### src/logic/acldec_pkg.sv
package acldec_pkg;

  localparam int ACT_W = 81;
  localparam int MODE_POS = 5;
  localparam int MODE_W = 2;
  localparam int POL_ON_POS = 9;
  localparam int POL_IDX_POS = 10;
  localparam int POL_IDX_W = 9;
  localparam int EXCL_POS = 19;
  localparam int MASK_POS = 20;
  localparam int MASK_W = 11;
  localparam int CMD_POS = 31;
  localparam int CMD_W = 9;
  localparam int SAO_POS = 40;
  localparam int TS_ID_W = 6;
  localparam int MAC_W = 48;
  localparam int MAC_LOW_W = 32;
  localparam int MAC_HIGH_W = 16;
  localparam int MAC_CLR_BIT = 40;

  localparam logic [3:0] CMD_NOP = 4'h0;
  localparam logic [3:0] CMD_SWAP = 4'h8;
  localparam logic [2:0] CMD_ONE_STEP = 3'h2;
  localparam logic [2:0] CMD_TWO_STEP = 3'h3;
  localparam logic [3:0] CMD_ORIGIN = 4'h9;
  localparam int CMD_ADDSUB_BIT = 7;
  localparam int CMD_EGR_BIT = 5;

  typedef enum logic [1:0] {
    ACLDEC_MASK_NONE = 2'h0,
    ACLDEC_MASK_PERMIT = 2'h1,
    ACLDEC_MASK_POLICY = 2'h2,
    ACLDEC_MASK_REDIRECT = 2'h3
  } acldec_mode_type;

  typedef enum logic [1:0] {
    ACLDEC_DLY_NONE = 2'h0,
    ACLDEC_DLY_ONE = 2'h1,
    ACLDEC_DLY_TWO = 2'h2,
    ACLDEC_DLY_RSVD = 2'h3
  } acldec_dly_type;

  typedef struct packed {
    logic swap_mac;
    logic one_step;
    logic addsub;
    logic add_egress_delay;
    logic [1:0] ingress_dly_sel;
    logic two_step;
    logic [TS_ID_W-1:0] ts_id;
    logic origin;
  } acldec_rew_type;

  localparam logic [MASK_W-1:0] MASK_RST = 11'h000;
  localparam logic [POL_IDX_W-1:0] POL_RST = 9'h000;
  localparam logic [MAC_W-1:0] MAC_RST = 48'h0;
  localparam logic [31:0] DLY_RST = 32'h0;

endpackage

### src/logic/acldec_rew.sv
`timescale 1ns/1ps
module acldec_rew
  import acldec_pkg::*;
(
  input wire logic [acldec_pkg::CMD_W-1:0] i_cmd,
  output acldec_pkg::acldec_rew_type o_rew
);
  import acldec_pkg::*;

  always_comb
  begin
    o_rew = '0;
    // Unused command bits assumed zero by the programmer
    o_rew.swap_mac = (i_cmd[3:0] == CMD_SWAP);
    o_rew.one_step = (i_cmd[2:0] == CMD_ONE_STEP);
    o_rew.two_step = (i_cmd[2:0] == CMD_TWO_STEP);
    o_rew.origin = (i_cmd[3:0] == CMD_ORIGIN);
    if (o_rew.one_step)
    begin
      o_rew.addsub = i_cmd[CMD_ADDSUB_BIT];
      o_rew.add_egress_delay = i_cmd[CMD_EGR_BIT];
      o_rew.ingress_dly_sel = i_cmd[4:3];
    end
    if (o_rew.two_step)
    begin
      o_rew.ts_id = i_cmd[8:3];
    end
    if (i_cmd[3:0] == CMD_NOP)
    begin
      o_rew = '0;
    end
  end
endmodule

### src/logic/acldec_top.sv
// Notes on behaviour
// - Bits 18:10 select the rule policer used when policing.
// - Bit 19 disables QoS and port policers, leaving rule policer only.
// - Exclusive policing honoured only from second lookup vector.
// - Bits 30:20 form a port mask applied per mask mode.
// - Bits 39:31 are the rewrite command; low nibble zero means no-op.
// - Low nibble 8 swaps MAC addresses and clears new source bit 40.
// - Low three bits 2 adds residence time to correction field.
// - One-step: command bit 7 enables add/subtract mode.
// - One-step: command bit 5 adds egress delay at egress.
// - Low three bits 3 stores departure stamp in egress queue.
// - Bit 40 replaces source MAC with the egress port MAC.
// - Mask mode: none, AND permit, replace lookup, redirect; CPU kept.
// - Bit 9 enables rule policing, first lookup only.
`timescale 1ns/1ps
module acldec_top
  import acldec_pkg::*;
(
  input wire logic i_clk_sys,
  input wire logic i_rst,
  input wire logic i_act_valid,
  input wire logic i_act_second,
  input wire logic [acldec_pkg::ACT_W-1:0] i_action,
  input wire logic [acldec_pkg::MASK_W-1:0] i_dest_set,
  input wire logic [acldec_pkg::MASK_W-1:0] i_lookup_mask,
  input wire logic [acldec_pkg::MASK_W-1:0] i_cpu_port_mask,
  input wire logic i_backplane,
  input wire logic [31:0] i_ingress_delay_one,
  input wire logic [31:0] i_ingress_delay_two,
  input wire logic [acldec_pkg::MAC_LOW_W-1:0] i_port_mac_low,
  input wire logic [acldec_pkg::MAC_HIGH_W-1:0] i_port_mac_high,
  input wire logic [acldec_pkg::MAC_W-1:0] i_frame_dmac,
  input wire logic [acldec_pkg::MAC_W-1:0] i_frame_smac,
  output logic o_valid,
  output logic o_policing_on,
  output logic [acldec_pkg::POL_IDX_W-1:0] o_policer_select,
  output logic o_exclusive_rule_policing,
  output logic [acldec_pkg::MASK_W-1:0] o_fwd_mask,
  output acldec_pkg::acldec_rew_type o_rew,
  output logic [31:0] o_rx_delay_sub,
  output logic o_src_addr_override,
  output logic [acldec_pkg::MAC_W-1:0] o_dmac,
  output logic [acldec_pkg::MAC_W-1:0] o_smac
);
  import acldec_pkg::*;

  logic [CMD_W-1:0] rewrite_command;
  acldec_rew_type rew_dec;
  acldec_mode_type mask_mode;
  logic [MASK_W-1:0] port_mask;

  logic valid_ff, nxt_valid;
  logic pol_on_ff, nxt_pol_on;
  logic [POL_IDX_W-1:0] pol_sel_ff, nxt_pol_sel;
  logic excl_ff, nxt_excl;
  logic [MASK_W-1:0] mask_ff, nxt_mask;
  acldec_rew_type rew_ff, nxt_rew;
  logic [31:0] dly_ff, nxt_dly;
  logic sao_ff, nxt_sao;
  logic [MAC_W-1:0] dmac_ff, nxt_dmac;
  logic [MAC_W-1:0] smac_ff, nxt_smac;

  // All fields sliced from the same vector, no partial state
  assign rewrite_command = i_action[CMD_POS +: CMD_W];
  assign mask_mode = acldec_mode_type'(i_action[MODE_POS +: MODE_W]);
  assign port_mask = i_action[MASK_POS +: MASK_W];

  acldec_rew u_rew
  (
    .i_cmd(rewrite_command),
    .o_rew(rew_dec)
  );

  function automatic logic [MASK_W-1:0] apply_mask(
    input acldec_mode_type mode,
    input logic [MASK_W-1:0] pm,
    input logic [MASK_W-1:0] dst,
    input logic [MASK_W-1:0] lkp,
    input logic [MASK_W-1:0] cpu
  );
    logic [MASK_W-1:0] res;
    res = dst;
    unique case (mode)
      ACLDEC_MASK_NONE: res = dst;
      ACLDEC_MASK_PERMIT: res = dst & pm;
      ACLDEC_MASK_POLICY: res = (dst & ~lkp) | pm;
      ACLDEC_MASK_REDIRECT: res = pm;
    endcase
    // Processor port bits always pass through untouched
    return (res & ~cpu) | (dst & cpu);
  endfunction

  // Policing group, held between vectors
  always_comb
  begin
    nxt_valid = i_act_valid;
    nxt_pol_on = pol_on_ff;
    nxt_pol_sel = pol_sel_ff;
    nxt_excl = excl_ff;
    if (i_act_valid)
    begin
      nxt_pol_on = i_action[POL_ON_POS] & ~i_act_second;
      nxt_pol_sel = i_action[POL_IDX_POS +: POL_IDX_W];
      // Flag from the first lookup has no meaning, so it is dropped
      nxt_excl = i_action[EXCL_POS] & i_act_second;
    end
  end

  always_ff @(posedge i_clk_sys or posedge i_rst)
  begin
    if (i_rst)
    begin
      valid_ff <= 1'h0;
      pol_on_ff <= 1'h0;
      pol_sel_ff <= POL_RST;
      excl_ff <= 1'h0;
    end
    else
    begin
      valid_ff <= nxt_valid;
      pol_on_ff <= nxt_pol_on;
      pol_sel_ff <= nxt_pol_sel;
      excl_ff <= nxt_excl;
    end
  end

  // Forwarding group
  always_comb
  begin
    nxt_mask = mask_ff;
    if (i_act_valid)
    begin
      nxt_mask = apply_mask(mask_mode, port_mask, i_dest_set,
        i_lookup_mask, i_cpu_port_mask);
    end
  end

  always_ff @(posedge i_clk_sys or posedge i_rst)
  begin
    if (i_rst)
    begin
      mask_ff <= MASK_RST;
    end
    else
    begin
      mask_ff <= nxt_mask;
    end
  end

  // Rewrite group; delay zero unless one-step asks for one and i_backplane is low
  always_comb
  begin
    nxt_rew = rew_ff;
    nxt_dly = dly_ff;
    if (i_act_valid)
    begin
      nxt_rew = rew_dec;
      nxt_dly = DLY_RST;
      if (rew_dec.one_step && !i_backplane)
      begin
        unique case (acldec_dly_type'(rew_dec.ingress_dly_sel))
          ACLDEC_DLY_ONE: nxt_dly = i_ingress_delay_one;
          ACLDEC_DLY_TWO: nxt_dly = i_ingress_delay_two;
          default: nxt_dly = DLY_RST;
        endcase
      end
    end
  end

  always_ff @(posedge i_clk_sys or posedge i_rst)
  begin
    if (i_rst)
    begin
      rew_ff <= '0;
      dly_ff <= DLY_RST;
    end
    else
    begin
      rew_ff <= nxt_rew;
      dly_ff <= nxt_dly;
    end
  end

  // Address group; override comes after swap so it wins
  always_comb
  begin
    nxt_sao = sao_ff;
    nxt_dmac = dmac_ff;
    nxt_smac = smac_ff;
    if (i_act_valid)
    begin
      nxt_sao = i_action[SAO_POS];
      nxt_dmac = i_frame_dmac;
      nxt_smac = i_frame_smac;
      if (rew_dec.swap_mac)
      begin
        nxt_dmac = i_frame_smac;
        nxt_smac = i_frame_dmac;
        nxt_smac[MAC_CLR_BIT] = 1'h0;
      end
      if (i_action[SAO_POS])
      begin
        nxt_smac = {i_port_mac_high, i_port_mac_low};
      end
    end
  end

  always_ff @(posedge i_clk_sys or posedge i_rst)
  begin
    if (i_rst)
    begin
      sao_ff <= 1'h0;
      dmac_ff <= MAC_RST;
      smac_ff <= MAC_RST;
    end
    else
    begin
      sao_ff <= nxt_sao;
      dmac_ff <= nxt_dmac;
      smac_ff <= nxt_smac;
    end
  end

  assign o_valid = valid_ff;
  assign o_policing_on = pol_on_ff;
  assign o_policer_select = pol_sel_ff;
  assign o_exclusive_rule_policing = excl_ff;
  assign o_fwd_mask = mask_ff;
  assign o_rew = rew_ff;
  assign o_rx_delay_sub = dly_ff;
  assign o_src_addr_override = sao_ff;
  assign o_dmac = dmac_ff;
  assign o_smac = smac_ff;
endmodule

### config.mk
export PLATFORM = sky130hd
export DESIGN_NAME = acldec_top
export DESIGN_NICKNAME = d
export VERILOG_FILES = /design/src/logic/acldec_pkg.sv /design/src/logic/acldec_rew.sv /design/src/logic/acldec_top.sv
export SDC_FILE = /design/constraint.sdc
export NUM_CORES = 1
export LEC_CHECK = 0
export BUFFER_PORTS_ARGS = -buffer_cell sky130_fd_sc_hd__buf_2
export CORE_AREA = 3 3 193 195
export CTS_BUF_LIST = sky130_fd_sc_hd__clkbuf_8
export DETAILED_ROUTE_END_ITERATION = 8
export DIE_AREA = 0 0 196 198
export GPL_TIMING_DRIVEN = 0
export RECOVER_POWER = 25
export SYNTH_ARGS = -nofsm -noshare
export SYNTH_HDL_FRONTEND = slang
export SYNTH_SLANG_ARGS = --single-unit
### constraint.sdc
create_clock -name i_clk_sys -period 12.9 [get_ports i_clk_sys]
set_input_delay 2.58 -clock i_clk_sys [delete_from_list [all_inputs] [get_ports i_clk_sys]]
set_output_delay 2.58 -clock i_clk_sys [all_outputs]
set_load 0.01 [all_outputs]
# After elaboration in Yosys (flattened, before gate mapping)
# Cells that the tools add are included.
# op_classes
shifts	0
mux	10
n_div	0
n_eq_ne	9
magnitude_cmp	0
reduce_logical	4
bitwise_logic	11
n_mul	0
add_sub_neg	0
# op_table
operator	n
48-bit two-way mux	3
32-bit one-hot mux with 2 select lines	1
11-bit AND	4
11-bit one-hot mux with 4 select lines	1
32-bit two-way mux	1
11-bit inverter	2
11-bit OR	2
14-bit two-way mux	1
11-bit two-way mux	1
4-bit == test (second input constant)	2
2-bit == test (second input constant)	3
3-bit by 2-bit == test with 1-bit output (second input constant)	2
6-bit two-way mux	1
2-bit by 1-bit == test with 1-bit output (second input constant)	2
4-bit zero test	1
4-bit two-way mux	1
1-bit AND	2
2-bit zero test	1
1-bit logical AND	1
1-bit zero test	1
1-bit inverter	1
# totals
word_cells	51
out_inout_bits	166
ramBits	0
inputBits	327
reg_bits	166
romBits	0
mem_count	0
latchBits	0

# Depth between registers and ports, before layout
# logic_depth
depth_word	7
ltp_mapped	7

# Cells and area by module
# From an unflattened synthesis, not the netlist that was laid out.
# hier_totals
cells_unflattened	766
hier_area_um2	8259.2
# by_module_without_submodules
module	cells_per_inst	instances	area_each_um2
acldec_top	749	1	8090.3
acldec_rew	17	1	168.9

# Worst setup path after synthesis
# Ideal clock, no wire load.
# synth_timing
path_type	input port to flip-flop
start	in i_action[31] (netlist name)
end	reg dly_ff[0] (netlist: o_rx_delay_sub[0])
path_stages	7
t_required_ps	12822
n_path_buf	1
setup_ps	78
t_arrival_ps	3901
setup_slack_ps	8921
path_cell_list	nor3b_1 and2_1 ha_1 nor2_1 nand3_1 buf_2 o2bb2ai_1
# synth_lines
item	line	source
start: declaration	acldec_top.sv:23	input wire logic [acldec_pkg::ACT_W-1:0] i_action,
end signal: assignment	acldec_top.sv:180	dly_ff <= nxt_dly;
end: declaration	acldec_top.sv:58	logic [31:0] dly_ff, nxt_dly;

==> run_results.csv <==
group,metric,value,unit
outcome,outcome,"finished with violations",
outcome,violations,"capacitance limit, slew limit",
floorplanning,fp.dieArea,0.0388,sq mm
sta,worst_pin_slew,3080,ps
clocking,h-tree-depth,4,
synth,synthMostInstantiatedCell,"dfrtp_1",
worst_setup_path,path_cells,"buf_2 > clkinvlp_2 > buf_16",
global_route,grt_pass1_vias,7996,
worst_setup_path,crit_required,13470,ps
synth,synth_seq_cells,166,
global_route,antenna_found_initial,0,
clocking,clk-insertion-delay-late,470,ps
floorplanning,num_rows,69,
routing,wl,33500,um
floorplanning,die_x,196,um
power,ir_worst_vdd,62.1,uV
floorplanning,core,0.0356,sq mm
sta,fin_skew,0,ps
global_route,grt_usage,16.6,%
global_route,grt_overflow_total,0,
finish,diodes,0,
worst_setup_path,crit_path_end_kind,"asynchronous set/reset pin",
sta,min_period,4400,ps
power,p_int,0.000869,W
synth,synth_top_area_cell,"dfrtp_1",
sta,relSlewSlack,-106,%
clocking,cts_resized,0,
clocking,clockBufferDepth,2,
sta,setup_tns,0,ps
routing,firstDrtPassIters,6,
routing,detail_route.iter0.violations,375,
power,pwr-share-seq,47.0,%
clocking,path_clk_slew,100,ps
synth,syn_avg_cell_area,10.7,sq um
job,drv_cap,1,
worst_setup_path,worstSetupPathType,"in -> async",
worst_setup_path,crit_path_start_kind,"input pin",
placed_design,port_buffers,444,
sta,fmax,0.227,GHz
global_route,grt_pass1_wl,48900,um
routing,viasPerCell,4.74,
synth,synthFlopType,"dfrtp_1",
sta,rsz0062_at_grt,"false",
power,p_sw,0.000392,W
power,comb_power_share,19.8,%
placed_design,gp_congestion,0.883,
power,netSwitchingFraction,31.1,%
finish,fill_cells,3771,
worst_setup_path,cp_top_family,"buffers and inverters",
synth,synth_area_leaders,"dfrtp_1 53%, mux2i_1 12%, a21oi_1 9.7%",
clocking,numClockSinks,166,
sta,slew_violations,66,
worst_setup_path,arrival,4970,ps
worst_setup_path,crit_cells,3,
placed_design,dpl_cell_area,0.0107,sq mm
sta,holdWs,487,ps
clocking,cts_made_buffers,17,
routing,drtAntennaViolNets,0,
synth,synth_area,0.00788,sq mm
finish,layout-drive-gt1-share,42.0,%
finish,fin_area,0.0111,sq mm
clocking,cts_tree,"built",
power,p_leak,5.03,nW
worst_setup_path,crit_slowest_cell,"clkinvlp_2",
worst_setup_path,critPathMaxStageDelay,1710,ps
synth,syn_nets,1065,
synth,yosysWarnings,0,
synth,synthArstFlopShare,100,%
worst_setup_path,crit_buf_inv,3,
global_route,grt_max_degree,102,
power,clock_power_share,33.1,%
power,p_per_area,113,mW/mm^2
routing,drc_errors,0,
clocking,cts-root-buf,"clkbuf_8",
clocking,cts_hold_buffers,0,
floorplanning,pin_count,493,
finish,layout.nets,1529,
routing,vias,7935,
synth,yosysUniqueCellTypes,32,
clocking,post_cts_buffers,0,
routing,wl_per_cell,20.0,um
floorplanning,start_util,22.1,%
min_path,hold_path_depth,1,
sta,hold_violations,0,
synth,synth_edf_count,0,
sta,setup_violations,0,
min_path,hold_path_class,"reg -> reg",
finish,syn_to_final_growth,41.2,%
sta,fin_crit_sh,34.1,%
worst_setup_path,ff2ff_path_depth,2,
synth,yosysSeqAreaShare,52.7,%
worst_setup_path,cp_max_fo,101,
floorplanning,die_h,198,um
synth,yosys.area.top_type_share,52.7,%
synth,netlist_instances,736,
synth,synthTopCellsByCount,"166 x dfrtp_1, 153 x a21oi_1, 95 x mux2i_1",
placed_design,hpwl,26000,um
## path summary, 6_finish.rpt
kind / end / from / slack (ps)
min: o_rew[7] / o_rew[7] / 490
max in group i_clk_sys: o_rx_delay_sub[18] / i_action[31] / 8660
max reg2reg: o_smac[42] / o_smac[42] / 12110
min in group asynchronous: o_rx_delay_sub[18] / i_rst / 2970
min reg2reg: o_rew[7] / o_rew[7] / 490
max: o_fwd_mask[8] / i_rst / 8500
## power by group through the flow
stage / Clock, W / Sequential [W] / Combinational, W
after floorplan: 0 / 0.000620 / 0.0000941
after global placement: 0 / 0.000601 / 0.000250
after detailed placement: 0 / 0.000602 / 0.000254
after CTS: 0.000435 / 0.000592 / 0.000254
after global routing: 0.000456 / 0.000598 / 0.000275
final: 0.000418 / 0.000593 / 0.000250
## worst reg2reg max path, delay by kind of cell, from the launching register on
kind	cells	cell delay, ps
compound gates	2	270
flops	1	410
## cells by family after synthesis
family	share of synthesized area (%)
AOI/OAI and AO/OA	23.3
adders and majority gates	0.318
buffers and inverters	4.46
DFF	52.7
muxes	13.9
and+or+nand+nor	5.27
## flip-flops by register name (all words and copies together) (netlist names)
name,flops
o_valid,1
o_smac,48
o_policing_on,1
o_fwd_mask,11
o_dmac,48
o_src_addr_override,1
o_exclusive_rule_policing,1
o_rx_delay_sub,32
o_policer_select,9
o_rew,14
## placed cells by master, fill, tap and decap left out, types with 4 or more instances in the layout
cell type	count
buf_2	451
dfrtp_1	166
a21oi_1	153
mux2i_1	95
nor2_1	61
o22ai_1	46
clkbuf_1	43
o2bb2ai_1	33
a22oi_1	32
clkbuf_8	18
mux2_2	13
a31oi_1	12
nand3b_1	12
o31ai_1	11
inv_1	7
a22o_1	7
o21ai_0	5
buf_4	5
buf_8	4
nand2_1	4
buf_1	4
nand3_1	4
## cell type report
cell class / instances / area [sq um] / share of cell area [%]
Clock inverter: 14 / 173 / 1.55
Inverter: 8 / 31.3 / 0.281
Multi-Input combinational cell: 498 / 3370 / 30.3
Sequential cell: 166 / 4150 / 37.3
Timing Repair Buffer: 445 / 2250 / 20.2
Tap cell: 461 / 577 / 5.19
Clock buffer: 18 / 248 / 2.23
Buffer: 64 / 322 / 2.89
## per-layer routing
metal | vias up | GRT usage (%) | wire [um]
li1 | 3682 | - | -
met1 | 3944 | 21.5 | 14500
met2 | 295 | 28.2 | 16700
met3 | 14 | 4.07 | 1960
met4 | 0 | 3.38 | 329
met5 | - | 0 | 0
## per-stage QoR
stage	utilization, %	worst slack (ps)	cells	total power [W]
floorplan	-	5830	736	0.000714
finish	31.3	8500	1674	0.00126
detailed placement	30.1	8090	1642	0.000856
CTS	31.3	8610	1674	0.00128
global placement	30.0	3370	1641	0.000851
global route	31.3	8080	1674	0.00133
No activity file was read; power rests on OpenSTA's default activity.
